**config.mk**
```make
export PLATFORM = sky130hd
export DESIGN_NAME = cslu_console
export DESIGN_NICKNAME = d
export VERILOG_FILES = /design/src/inc/cslu_pkg.sv /design/src/inc/cslu_baud_if.sv /design/src/hw/cslu_baud_gen.sv /design/src/hw/cslu_console.sv
export SDC_FILE = /design/constraint.sdc
export NUM_CORES = 1
export LEC_CHECK = 0
export ABC_AREA = 1
export ABC_CLOCK_PERIOD_IN_PS = 2800
export BUFFER_PORTS_ARGS = -buffer_cell sky130_fd_sc_hd__buf_2
export CELL_PAD_IN_SITES_DETAIL_PLACEMENT = 1
export CELL_PAD_IN_SITES_GLOBAL_PLACEMENT = 1
export CORE_MARGIN = 2
export CORE_UTILIZATION = 29
export DETAILED_ROUTE_END_ITERATION = 8
export GPL_ROUTABILITY_DRIVEN = 0
export GPL_TIMING_DRIVEN = 0
export HOLD_SLACK_MARGIN = 0.08
export PLACE_DENSITY = 0.63
export REMOVE_ABC_BUFFERS = 1
export SYNTH_ARGS = -nofsm -noshare
export SYNTH_HDL_FRONTEND = slang
export SYNTH_SLANG_ARGS = --single-unit
```
**constraint.sdc**
```tcl
create_clock -name ref_clk_in -period 2.8 [get_ports ref_clk_in]
set_input_delay 0.28 -clock ref_clk_in [delete_from_list [all_inputs] [get_ports ref_clk_in]]
set_output_delay 0.28 -clock ref_clk_in [all_outputs]
set_load 0.01 [all_outputs]
```
**src/inc/cslu_pkg.sv**
```systemverilog
// ----------------------------------------------------------------------
// console serial-line unit constants
// ----------------------------------------------------------------------
package cslu_pkg;

  // processor register numbers
  localparam logic [7:0] REG_RX_CONTROL = 8'h20;
  localparam logic [7:0] REG_RX_BUFFER  = 8'h21;
  localparam logic [7:0] REG_TX_CONTROL = 8'h22;
  localparam logic [7:0] REG_TX_BUFFER  = 8'h23;

  // receive control field positions
  localparam int RXC_IE_BIT   = 6;
  localparam int RXC_DONE_BIT = 7;
  localparam int RXC_LP_BIT   = 12;

  // receive buffer field positions
  localparam int RXB_DATA_LSB = 0;
  localparam int RXB_BRK_BIT  = 14;
  localparam int RXB_ERR_BIT  = 15;

  // transmit control field positions
  localparam int TXC_IE_BIT    = 6;
  localparam int TXC_READY_BIT = 7;
  localparam int TXC_BRE_BIT   = 8;
  localparam int TXC_RATE_LSB  = 9;
  localparam int TXC_BRK_BIT   = 12;
  localparam int TXC_LP_BIT    = 13;

  // transmit buffer fields
  localparam int TXB_DATA_LSB = 0;
  localparam int TXB_TAG_LSB  = 8;
  localparam logic [3:0] TAG_DATA = 4'h0;
  localparam logic [3:0] TAG_CMD  = 4'hF;

  // console command codes
  localparam logic [7:0] CMD_BOOT     = 8'h02;
  localparam logic [7:0] CMD_WARM_CLR = 8'h03;
  localparam logic [7:0] CMD_COLD_CLR = 8'h04;

  // reset values and request level
  localparam logic [2:0] RATE_RESET = 3'h6;
  localparam logic [4:0] IRQ_LEVEL  = 5'h14;

  // bit timing: 16 ticks per bit, sample at tick 7 of start bit
  localparam int unsigned CLK_HZ     = 200_000_000;
  localparam int unsigned BASE_BAUD  = 150;
  localparam int unsigned OVERSAMPLE = 16;
  localparam int unsigned BASE_DIV   = CLK_HZ / (BASE_BAUD * OVERSAMPLE);
  localparam int          DIV_W      = 17;
  localparam logic [3:0]  TICK_LAST  = 4'hF;
  localparam logic [3:0]  TICK_MID   = 4'h7;
  localparam logic [2:0]  BIT_LAST   = 3'h7;

  typedef enum logic [1:0] {
    SER_IDLE,
    SER_START,
    SER_DATA,
    SER_STOP
  } cslu_ser_st_t;

endpackage

```
**src/inc/cslu_baud_if.sv**
```systemverilog
`timescale 1ns/10ps
// ----------------------------------------------------------------------
// baud selection and oversample tick
// ----------------------------------------------------------------------
interface cslu_baud_if;
  logic [2:0] rate_sel;
  logic       tick;
  modport gen  (input rate_sel, output tick);
  modport user (output rate_sel, input tick);
endinterface

```
**src/hw/cslu_baud_gen.sv**
```systemverilog
`timescale 1ns/10ps
// ----------------------------------------------------------------------
// oversample tick divider, rate doubles per select step
// ----------------------------------------------------------------------
module cslu_baud_gen #(
  parameter int unsigned BASE_DIV = cslu_pkg::BASE_DIV
) (
  input  wire logic  ref_clk_in,
  input  wire logic  sys_rst_in,
  input  wire logic  ce_in,
  cslu_baud_if.gen   baud
);
  localparam int W = cslu_pkg::DIV_W;

  typedef struct packed {
    logic [W-1:0] cnt;
    logic         tick;
  } cslu_baud_state_t;

  cslu_baud_state_t s_r;
  cslu_baud_state_t s_nxt;
  logic [W-1:0]     limit;

  // each select step halves the divisor, so rates double per step
  assign limit = W'((BASE_DIV >> baud.rate_sel) - 1);

  // down counter, tick on wrap
  always_comb begin
    s_nxt      = s_r;
    s_nxt.tick = 1'b0;
    if (s_r.cnt == '0) begin
      s_nxt.cnt  = limit;
      s_nxt.tick = 1'b1;
    end else if (s_r.cnt > limit) begin
      s_nxt.cnt = limit; // rate raised: cut the wait short
    end else begin
      s_nxt.cnt = s_r.cnt - W'(1);
    end
  end

  always_ff @(posedge ref_clk_in or posedge sys_rst_in) begin
    if (sys_rst_in) begin
      s_r <= '0;
    end else if (ce_in) begin
      s_r <= s_nxt;
    end
  end

  assign baud.tick = s_r.tick;
endmodule // cslu_baud_gen

```
**src/hw/cslu_console.sv**
```systemverilog
`timescale 1ns/10ps
// Function
// - receive done with enable requests level-20 interrupt
// - receive loopback bit selects internal bus
// - overrun or framing error sets error flag
// - break sets break flag, error stays clear
// - reading receive buffer clears done
// - ready shows transmitter idle
// - ready with enable requests level-20 interrupt
// - data buffer write clears ready until sent
// - rate-load bit loads rate field
// - rate field doubles from 150 to 19200
// - break bit holds line in continuous break
// - transmit loopback routes to bus, line idles
// - tag field separates data from commands
// - command codes boot, clear warm, clear cold
module cslu_console #(
  parameter int unsigned BASE_DIV = cslu_pkg::BASE_DIV
) (
  input  wire logic        ref_clk_in,
  input  wire logic        sys_rst_in,
  input  wire logic        ce_in,
  input  wire logic        move_to_processor_register_stb_in,
  input  wire logic        move_from_processor_register_stb_in,
  input  wire logic [7:0]  reg_num_in,
  input  wire logic [31:0] wr_data_in,
  output logic      [31:0] rd_data_out,
  output logic             rd_valid_out,
  input  wire logic        ser_rx_in,
  output logic             ser_tx_out,
  input  wire logic        loop_bus_in,
  output logic             loop_bus_out,
  output logic             rx_irq_out,
  output logic             tx_irq_out,
  output logic      [4:0]  irq_level_out,
  output logic             boot_req_out,
  output logic             warm_clr_out,
  output logic             cold_clr_out
);

  // ----------------------------------------------------------------------
  // state
  // ----------------------------------------------------------------------
  typedef struct packed {
    logic                  rx_ie;
    logic                  rx_done;
    logic                  rx_lp;
    logic [7:0]            rx_data;
    logic                  rx_err;
    logic                  rx_brk;
    cslu_pkg::cslu_ser_st_t rx_st;
    logic [3:0]            rx_tk;
    logic [2:0]            rx_bit;
    logic [7:0]            rx_sh;
    logic                  tx_ie;
    logic                  tx_brk;
    logic                  tx_lp;
    logic [2:0]            rate;
    cslu_pkg::cslu_ser_st_t tx_st;
    logic [3:0]            tx_tk;
    logic [2:0]            tx_bit;
    logic [7:0]            tx_sh;
    logic                  tx_line;
    logic [31:0]           rd_data;
    logic                  rd_valid;
    logic                  boot;
    logic                  warm_clr;
    logic                  cold_clr;
  } cslu_state_t;

  cslu_state_t s_r;
  cslu_state_t s_nxt;

  cslu_baud_if baud ();

  logic       tick;
  logic       frame_line;
  logic       rx_src;
  logic       wr_rxc;
  logic       wr_txc;
  logic       wr_txb;
  logic       rd_rxb;
  logic [3:0] tag;
  logic [7:0] wdata;
  logic       tx_ready;
  logic       stop_low;
  logic       brk_frame;

  // ----------------------------------------------------------------------
  // baud divider
  // ----------------------------------------------------------------------
  // one shared divider, so a rate load retimes both directions at once
  assign baud.rate_sel = s_r.rate;
  assign tick          = baud.tick;

  cslu_baud_gen #(
    .BASE_DIV (BASE_DIV)
  ) u_baud (
    .ref_clk_in (ref_clk_in),
    .sys_rst_in (sys_rst_in),
    .ce_in      (ce_in),
    .baud       (baud)
  );

  // ----------------------------------------------------------------------
  // line routing
  // ----------------------------------------------------------------------
  // break overrides framing, so software times the break itself
  assign frame_line   = s_r.tx_brk ? 1'b0 : s_r.tx_line;
  assign ser_tx_out   = s_r.tx_lp ? 1'b1 : frame_line;
  assign loop_bus_out = s_r.tx_lp ? frame_line : 1'b1;
  // other units drive the bus idle-high; the receiver takes the and of both drivers
  assign rx_src = s_r.rx_lp ? (loop_bus_in & loop_bus_out) : ser_rx_in;

  // ----------------------------------------------------------------------
  // register access decode
  // ----------------------------------------------------------------------
  assign wr_rxc = move_to_processor_register_stb_in && (reg_num_in == cslu_pkg::REG_RX_CONTROL);
  assign wr_txc = move_to_processor_register_stb_in && (reg_num_in == cslu_pkg::REG_TX_CONTROL);
  assign wr_txb = move_to_processor_register_stb_in && (reg_num_in == cslu_pkg::REG_TX_BUFFER);
  assign rd_rxb = move_from_processor_register_stb_in && (reg_num_in == cslu_pkg::REG_RX_BUFFER);
  assign tag    = wr_data_in[cslu_pkg::TXB_TAG_LSB +: 4];
  assign wdata  = wr_data_in[cslu_pkg::TXB_DATA_LSB +: 8];

  // ----------------------------------------------------------------------
  // derived status
  // ----------------------------------------------------------------------
  // ready is the idle state itself, so it cannot disagree with the line
  assign tx_ready  = (s_r.tx_st == cslu_pkg::SER_IDLE);
  // stop level and break shape, only meaningful at the stop sample
  assign stop_low  = !rx_src;
  assign brk_frame = (s_r.rx_sh == '0) && stop_low;

  // ----------------------------------------------------------------------
  // next state
  // ----------------------------------------------------------------------
  always_comb begin
    s_nxt          = s_r;
    s_nxt.rd_valid = 1'b0;
    s_nxt.boot     = 1'b0;
    s_nxt.warm_clr = 1'b0;
    s_nxt.cold_clr = 1'b0;

    // register reads, answered one cycle later; unknown numbers read zero
    if (move_from_processor_register_stb_in) begin
      s_nxt.rd_valid = 1'b1;
      s_nxt.rd_data  = '0;
      case (reg_num_in)
        cslu_pkg::REG_RX_CONTROL: begin
          s_nxt.rd_data[cslu_pkg::RXC_IE_BIT]   = s_r.rx_ie;
          s_nxt.rd_data[cslu_pkg::RXC_DONE_BIT] = s_r.rx_done;
          s_nxt.rd_data[cslu_pkg::RXC_LP_BIT]   = s_r.rx_lp;
        end
        cslu_pkg::REG_RX_BUFFER: begin
          s_nxt.rd_data[cslu_pkg::RXB_DATA_LSB +: 8] = s_r.rx_data;
          s_nxt.rd_data[cslu_pkg::RXB_BRK_BIT]       = s_r.rx_brk;
          s_nxt.rd_data[cslu_pkg::RXB_ERR_BIT]       = s_r.rx_err;
        end
        cslu_pkg::REG_TX_CONTROL: begin
          // rate-load bit is write only and reads back as zero
          s_nxt.rd_data[cslu_pkg::TXC_IE_BIT]         = s_r.tx_ie;
          s_nxt.rd_data[cslu_pkg::TXC_READY_BIT]      = tx_ready;
          s_nxt.rd_data[cslu_pkg::TXC_RATE_LSB +: 3]  = s_r.rate;
          s_nxt.rd_data[cslu_pkg::TXC_BRK_BIT]        = s_r.tx_brk;
          s_nxt.rd_data[cslu_pkg::TXC_LP_BIT]         = s_r.tx_lp;
        end
        default: begin
          s_nxt.rd_data = '0;
        end
      endcase
    end

    // control writes
    // rate moves only with the load bit, other fields can be set alone
    if (wr_rxc) begin
      s_nxt.rx_ie = wr_data_in[cslu_pkg::RXC_IE_BIT];
      s_nxt.rx_lp = wr_data_in[cslu_pkg::RXC_LP_BIT];
    end
    if (wr_txc) begin
      s_nxt.tx_ie  = wr_data_in[cslu_pkg::TXC_IE_BIT];
      s_nxt.tx_brk = wr_data_in[cslu_pkg::TXC_BRK_BIT];
      s_nxt.tx_lp  = wr_data_in[cslu_pkg::TXC_LP_BIT];
      if (wr_data_in[cslu_pkg::TXC_BRE_BIT]) begin
        s_nxt.rate = wr_data_in[cslu_pkg::TXC_RATE_LSB +: 3];
      end
    end

    // reading the buffer clears done; a frame ending now sets it again
    if (rd_rxb) begin
      s_nxt.rx_done = 1'b0;
    end

    // transmit buffer write: commands are decoded, not sent
    // only the three known codes act; any other command is ignored
    if (wr_txb && (tag == cslu_pkg::TAG_CMD)) begin
      case (wdata)
        cslu_pkg::CMD_BOOT:     s_nxt.boot     = 1'b1;
        cslu_pkg::CMD_WARM_CLR: s_nxt.warm_clr = 1'b1;
        cslu_pkg::CMD_COLD_CLR: s_nxt.cold_clr = 1'b1;
        default: begin
          s_nxt.boot = 1'b0;
        end
      endcase
    end

    // transmitter; a data write while busy is dropped
    case (s_r.tx_st)
      cslu_pkg::SER_IDLE: begin
        // mark level while nothing is queued
        s_nxt.tx_line = 1'b1;
        if (wr_txb && (tag != cslu_pkg::TAG_CMD)) begin
          s_nxt.tx_sh   = wdata;
          s_nxt.tx_st   = cslu_pkg::SER_START;
          s_nxt.tx_tk   = '0;
          s_nxt.tx_line = 1'b0;
        end
      end
      cslu_pkg::SER_START: begin
        // first tick may land early, so the start bit can be one tick short
        if (tick) begin
          s_nxt.tx_tk = s_r.tx_tk + 4'h1;
          if (s_r.tx_tk == cslu_pkg::TICK_LAST) begin
            s_nxt.tx_st   = cslu_pkg::SER_DATA;
            s_nxt.tx_bit  = '0;
            s_nxt.tx_line = s_r.tx_sh[0];
          end
        end
      end
      cslu_pkg::SER_DATA: begin
        // lsb first; the next bit is taken before the shift lands
        if (tick) begin
          s_nxt.tx_tk = s_r.tx_tk + 4'h1;
          if (s_r.tx_tk == cslu_pkg::TICK_LAST) begin
            s_nxt.tx_sh = {1'b0, s_r.tx_sh[7:1]};
            if (s_r.tx_bit == cslu_pkg::BIT_LAST) begin
              s_nxt.tx_st   = cslu_pkg::SER_STOP;
              s_nxt.tx_line = 1'b1;
            end else begin
              s_nxt.tx_bit  = s_r.tx_bit + 3'h1;
              s_nxt.tx_line = s_r.tx_sh[1];
            end
          end
        end
      end
      cslu_pkg::SER_STOP: begin
        // ready only returns once the stop bit is fully out
        if (tick) begin
          s_nxt.tx_tk = s_r.tx_tk + 4'h1;
          if (s_r.tx_tk == cslu_pkg::TICK_LAST) begin
            s_nxt.tx_st = cslu_pkg::SER_IDLE;
          end
        end
      end
      default: begin
        s_nxt.tx_st = cslu_pkg::SER_IDLE;
      end
    endcase

    // receiver, 16x oversampled, one sample at bit centre
    case (s_r.rx_st)
      cslu_pkg::SER_IDLE: begin
        // a low level seen on a tick may open a frame
        if (tick && !rx_src) begin
          s_nxt.rx_st = cslu_pkg::SER_START;
          s_nxt.rx_tk = '0;
        end
      end
      cslu_pkg::SER_START: begin
        if (tick) begin
          s_nxt.rx_tk = s_r.rx_tk + 4'h1;
          if (s_r.rx_tk == cslu_pkg::TICK_MID) begin
            // a glitch shorter than half a bit is not a start bit
            s_nxt.rx_st  = rx_src ? cslu_pkg::SER_IDLE : cslu_pkg::SER_DATA;
            s_nxt.rx_tk  = '0;
            s_nxt.rx_bit = '0;
          end
        end
      end
      cslu_pkg::SER_DATA: begin
        // sample lands mid-bit, a full bit after the confirmed centre
        if (tick) begin
          s_nxt.rx_tk = s_r.rx_tk + 4'h1;
          if (s_r.rx_tk == cslu_pkg::TICK_LAST) begin
            s_nxt.rx_sh = {rx_src, s_r.rx_sh[7:1]};
            if (s_r.rx_bit == cslu_pkg::BIT_LAST) begin
              s_nxt.rx_st = cslu_pkg::SER_STOP;
            end else begin
              s_nxt.rx_bit = s_r.rx_bit + 3'h1;
            end
          end
        end
      end
      cslu_pkg::SER_STOP: begin
        if (tick) begin
          s_nxt.rx_tk = s_r.rx_tk + 4'h1;
          if (s_r.rx_tk == cslu_pkg::TICK_LAST) begin
            s_nxt.rx_st   = cslu_pkg::SER_IDLE;
            s_nxt.rx_data = s_r.rx_sh;
            // all-zero frame with low stop is a break, not an error
            s_nxt.rx_brk  = brk_frame;
            s_nxt.rx_err  = !brk_frame && (stop_low || s_r.rx_done);
            s_nxt.rx_done = 1'b1;
          end
        end
      end
      default: begin
        s_nxt.rx_st = cslu_pkg::SER_IDLE;
      end
    endcase
  end

  // ----------------------------------------------------------------------
  // state register
  // ----------------------------------------------------------------------
  // reset leaves both engines idle with the line at mark
  always_ff @(posedge ref_clk_in or posedge sys_rst_in) begin
    if (sys_rst_in) begin
      s_r         <= '0;
      s_r.rx_st   <= cslu_pkg::SER_IDLE;
      s_r.tx_st   <= cslu_pkg::SER_IDLE;
      s_r.tx_line <= 1'b1;
      s_r.rate    <= cslu_pkg::RATE_RESET;
    end else if (ce_in) begin
      s_r <= s_nxt;
    end
  end

  // ----------------------------------------------------------------------
  // outputs
  // ----------------------------------------------------------------------
  // data outputs come straight from flip-flops
  assign rd_data_out  = s_r.rd_data;
  assign rd_valid_out = s_r.rd_valid;
  assign boot_req_out = s_r.boot;
  assign warm_clr_out = s_r.warm_clr;
  assign cold_clr_out = s_r.cold_clr;

  // level requests, held until the cause or the enable drops
  assign rx_irq_out    = s_r.rx_done && s_r.rx_ie;
  assign tx_irq_out    = tx_ready && s_r.tx_ie;
  assign irq_level_out = (rx_irq_out || tx_irq_out) ? cslu_pkg::IRQ_LEVEL : 5'h00;

endmodule // cslu_console

```
; ---- Word level (Yosys, flattened, before mapping)
; Index checks and enable logic that the tools add are counted.
[word_totals]
ff_bits = 91
inputBits = 47
elab_cells = 165
out_inout_bits = 45
[classes]
muxes = 55
n_eq_ne = 38
n_shift = 1
n_lt_le_gt_ge = 1
reduce_logical = 37
addsub = 6
bitwise_logic = 1
[ops]
columns = cell, n
row1 = 2-to-1 mux 17 bit, 3
row2 = case mux 6 bit (4 select lines), 2
row3 = 2-to-1 mux 9 bit, 4
row4 = subtractor 17 x 1 -> 17 bit (second input constant), 2
row5 = equality test 8 x 6 -> 1 bit (second input constant), 4
row6 = 2-to-1 mux 6 bit, 5
row7 = inequality test 2 bit (second input constant), 11
row8 = 2-to-1 mux 18 bit, 1
row9 = 2-to-1 mux 2 bit, 9
row10 = AND reduction 9 bit, 2
row11 = > comparator 17 bit, 1
row12 = logical NOT 17 bit, 1
row13 = 2-to-1 mux 1 bit, 17
row14 = right shift 17 x 3 -> 17 bit (first input constant), 1
row15 = equality test 8 x 2 -> 1 bit (second input constant), 2
row16 = case mux 8 bit (2 select lines), 1
row17 = 2-to-1 mux 3 bit, 5
row18 = AND reduction 5 bit, 3
row19 = inequality test 2 x 1 -> 1 bit (second input constant), 7
row20 = AND reduction 7 bit, 2
row21 = equality test 4 bit (second input constant), 3
row22 = 2-to-1 mux 12 bit, 1
row23 = case mux 3 bit (2 select lines), 2
row24 = logical AND 1 bit, 11
row25 = other kinds (24), 39

; ---- Depth between registers and ports, before layout
[logic_depth]
depth_word = 8
ltp_mapped = 25

; ---- By module
; From an unflattened synthesis, not the netlist that was laid out.
[unflattened]
hier_cells = 857
hier_area_um2 = 6246.0
[by_module_without_submodules]
columns = mod, cells_per_inst, area_each_um2, instances
row1 = cslu_console, 517, 4076.4, 1
row2 = cslu_baud_gen, 340, 2169.6, 1

; ---- Worst setup path before layout
; OpenSTA, ideal clock, no wires.
[synth_timing]
path_type = register -> register
startpoint = register s_r, in the netlist baud.rate_sel[1]
endpoint = register u_baud.s_r[16] in the netlist's numbering
path_stages_with_launch = 20
setup_slack_ns = -0.230
path_buffers = 1
synth_period_minus_slack_ns = 3.030
arrival_ns = 2.912
required_ns = 2.682
setup_time_ns = 0.118
cell_sequence = dfstp_2 -> inv_1 -> ha_1 -> o21ai_0 -> nand2_1 -> nor2_2 -> nand3_1 -> nor2_1 -> nor2_1 -> ha_1 -> nand2_1 -> inv_1 -> nand3_1 -> nor2_1 -> nand4_1 -> nand2_2 -> buf_2 -> nand3_1 -> nand3_1 -> nand2_1
[synth_via]
elab_chain_len = 5
[synth_lines]
columns = item, line
row1 = from (decl), cslu_console.sv:71  ; cslu_state_t s_r;
row2 = from (signal assigned), cslu_console.sv:324  ; s_r <= s_nxt;
row3 = right shift 17 x 3 -> 17 bit (*), cslu_baud_gen.sv:25  ; assign limit = W'((BASE_DIV >> baud.rate_sel) - 1);
row4 = subtractor 17 x 1 -> 17 bit (*), cslu_baud_gen.sv:25
row5 = > comparator 17 bit, cslu_baud_gen.sv:34  ; end else if (s_r.cnt > limit) begin
row6 = 2-to-1 mux 17 bit, cslu_baud_gen.sv:34
row7 = 2-to-1 mux 17 bit (*), cslu_baud_gen.sv:31  ; if (s_r.cnt == '0) begin
row8 = to (signal assigned), cslu_baud_gen.sv:45  ; s_r <= s_nxt;
row9 = to (decl), cslu_baud_gen.sv:20  ; cslu_baud_state_t s_r;
; Every way passes the cells marked *; elsewhere a longest branch is shown, timed or not.
; A chain may end at the register's enable or synchronous reset.

; ---- Worst setup path after layout
[layout_timing]
startpoint = register s_r, in the netlist baud.rate_sel[1]
endpoint = register u_baud.s_r[7] in the netlist's numbering
; The elaborated chain is that of the path after synthesis.

==> results.cfg <==
[cells_and_area]
drive_gt1_frac = 0.2336
syn_to_final_growth_pct = 22.02
antenna_cells = 0
layout.cells.non_filler = 1126
nets = 932
final_area_um2 = 7191

[power_and_ir_drop]
switching_power_mw = 2.141
p_clk_frac = 0.246
p_leak_nw = 3.609
switching_share = 0.4160
combPwrFrac = 0.400
vdd_ir_drop_max_mv = 0.3131
p_int_mw = 3.007
seqPwrFrac = 0.354
p_per_area_nw_per_um2 = 715.9

[logic_synthesis]
synthArstFlopShare = 1.000
ys_ff_latch = 91
netlist_instances = 785
avgSynthCellArea_um2 = 7.507
ys_seq_area_frac = 0.3870
synthFlopType = dfrtp_1
synth-edff-count = 0
ys_warn_count = 0
yosys.area.top_type = dfrtp_1
synth_cell_types = 48
yosys.area.top_type_share = 0.3737
synth_area_um2 = 5893
ys_top_cells_by_area = dfrtp_1 37%, nand2_1 15%, ha_1 7.2%

[sta]
tightest_slew_ns = 1.015
relSlewSlack = 0.3192
fin_crit_sh = 1.162
finalMaxSlewViolations = 0
rsz0062_at_grt = true
setup_ws_ns = -0.4537
final_hold_viol_count = 0
fmax_ghz = 0.3073
hold_ws_ns = 0.1262
setup-violations-final = 17
finClkSkew_ns = 0.008918
fin_crit_ns = 3.254
final.setup.tns_ns = -7.424

[place]
place_area_um2 = 6241
dp.cells = 1078
portBuffers = 53
dp_hpwl_mm = 11.50

[outcome]
status = complete, but fails checks
violations = setup timing

[worst_setup_path]
worstPathRequired_ns = 3.04
arrival_ns = 3.50
crit_top_cell = nand2_1
critPathKind = register to register
cp_max_fo = 6
critPathCaptureType = register
cp-start-kind = register
slowest_stage = dfstp_2
max_stage_delay_ns = 0.56
cp_cell_sequence = clkinvlp_4 -> ha_2 -> nand2_1 -> o21ai_2 -> nor2_2 -> nand3_2 -> buf_4 -> nand4_1 -> nand2_1 -> ha_1 -> nand2_1 -> inv_2 -> nand3_2 -> nor2_4 -> nand4_1 -> nand2_8 -> buf_6 -> nand3b_1 -> nand3_1 -> nand2_1

[cts]
cts.htree.levels = 3
root_buffer = clkbuf_16
cts_buffers = 9
cts_sinks = 91
clk_pin_slew_ns = 0.08
clk_latency_ns = 0.36
clockBufferDepth = 2
cts_tree = done

[drt]
ant_nets = 0
firstDrtPassIters = 4
wl_met1_mm = 7.644
drc = 0
first_iter_violations = 185
vias = 5175
highest_layer = met4
routedWlPerCell_um = 14.73
via_per_inst = 4.596
postRouteWirelength_mm = 16.59
routed-wl-met2_mm = 8.400
dr_wl_met3_um = 374

[grt]
grt_max_degree = 49
antenna_found_initial = 0
track_usage = 0.1541
grt_pass1_wl_mm = 26.43
grt_pass1_vias = 5158
grt_overflow = 0

[hold_path]
hp-class = primary input to register

[floorplan]
dieWidth_um = 146.6
core_um2 = 20100
start_util = 0.2931
die_h_um = 146.6
ios = 92
std_cell_rows = 52
die_area_um2 = 21480

[run]
drv_cap = 0
layer usage:
| metal | vias to the layer above | GRT usage |
|---|---|---|
| met5 | - | 0 |
| met4 | 0 | 0.04466 |
| met3 | 15 | 0.02563 |
| met2 | 48 | 0.2642 |
| met1 | 2506 | 0.2004 |
| li1 | 2606 | - |
area by class of cell:
type / instances / area, um2
Fill cell: 2453 / 12910
Multi-Input combinational cell: 571 / 3361
Sequential cell: 91 / 2286
Timing Repair Buffer: 85 / 543.0
Inverter: 93 / 364.1
Tap cell: 270 / 337.8
Clock buffer: 9 / 225.2
Clock inverter: 7 / 73.82
cell families after synthesis:
group,share of synthesized area
adder cells (fa/ha/maj),0.07219
AND/OR/NAND/NOR,0.2885
other,0.0006363
AO/OA/AOI/OAI,0.1068
multiplexers,0.005308
XOR/XNOR,0.01932
flip-flops,0.3870
buffers and inverters,0.1202
power groups by stage:
stage               Sequential [mW]  Combinational, mW  Clock, mW
floorplan                      1.77               1.19          0
global placement               1.84               1.52          0
detailed placement             1.85               1.56          0
CTS                            1.82               1.85       1.32
global route                   1.87               2.35       1.37
finish                         1.82               2.06       1.27
Yosys cell counts, drive strengths merged, types with 2 or more instances:
library cell and count:
nor2 65, or2 2, o2111ai 2, clkbuf 7, xor2 9, dfstp 3, mux2i 2, a22oi 3
nand4 4, ha 34, o31ai 5, nor3 13, dfrtp 88, buf 43, inv 92, nor4 2
xnor2 4, nand3 55, a21oi 25, o21a 4, nand2 239, o21ai 67, a31oi 3, nand3b 5
stage by stage:
step | power [mW] | util | setup WS, ns
after floorplan | 2.956 | - | -0.2604
after global placement | 3.363 | 0.3089 | -1.296
after detailed placement | 3.411 | 0.3104 | -1.124
after CTS | 4.992 | 0.3437 | -0.4270
after global routing | 5.591 | 0.3577 | -0.6750
final | 5.148 | 0.3577 | -0.4537
state kept, by name, indices dropped and copies added, names as in the netlist:
name	cells
cold_clr_out	1
u_baud.baud.tick	1
boot_req_out	1
rd_valid_out	1
u_baud.s_r	17
warm_clr_out	1
rd_data_out	15
s_r	51
baud.rate_sel	3
repair_timing:
action,in CTS,in global routing
resized for setup,57,37
buffers inserted,16,14
setup endpoints to repair,17,17
hold buffers,1,0
endpoints found under the hold margin,46,0
gates cloned,1,0
pin swaps,39,36
critical path: cells and delay by family, from the launching register on:
family / cells / cell delay [ns]
AOI/OAI and AO/OA: 1 / 0.07
adders and majority gates: 2 / 0.53
buffers and inverters: 4 / 0.55
DFF: 1 / 0.56
and+or+nand+nor: 13 / 1.44
cell usage in the layout, fill, tap and decap left out, types with 3 or more instances in the layout:
cell type and n:
a21oi_1 23, a22oi_1 3, a31oi_1 3, buf_2 53, buf_4 27, clkbuf_16 9
conb_1 20, dfrtp_1 87, ha_1 28, ha_4 5, inv_1 79, inv_2 8
inv_4 3, inv_8 5, nand2_1 223, nand2_2 11, nand2_4 3, nand2_8 3
nand3_1 29, nand3_2 23, nand3_4 3, nand3b_1 5, nand4_1 4, nor2_1 47
nor2_2 10, nor2_4 8, nor3_1 8, nor3_4 3, o21a_1 3, o21ai_0 56
o21ai_1 7, o31ai_1 5, xnor2_1 3, xor2_1 8
path summary, 6_finish.rpt:
| check | cells past startpoint | from | endpoint | slack [ns] |
|---|---|---|---|---|
| setup / recovery | 20 | baud.rate_sel[1] | u_baud.s_r[7] | -0.45 |
| hold / removal | 3 | wr_data_in[13] | s_r[57] | 0.13 |
| setup reg to reg | 20 | baud.rate_sel[1] | u_baud.s_r[7] | -0.45 |
| hold reg to reg | 2 | rd_valid_out | rd_valid_out | 0.47 |
| max in group asynchronous | 4 | sys_rst_in | baud.rate_sel[1] | 1.54 |
| min in group asynchronous | 3 | sys_rst_in | s_r[84] | 0.56 |
Power figures use the tool's default switching activity.
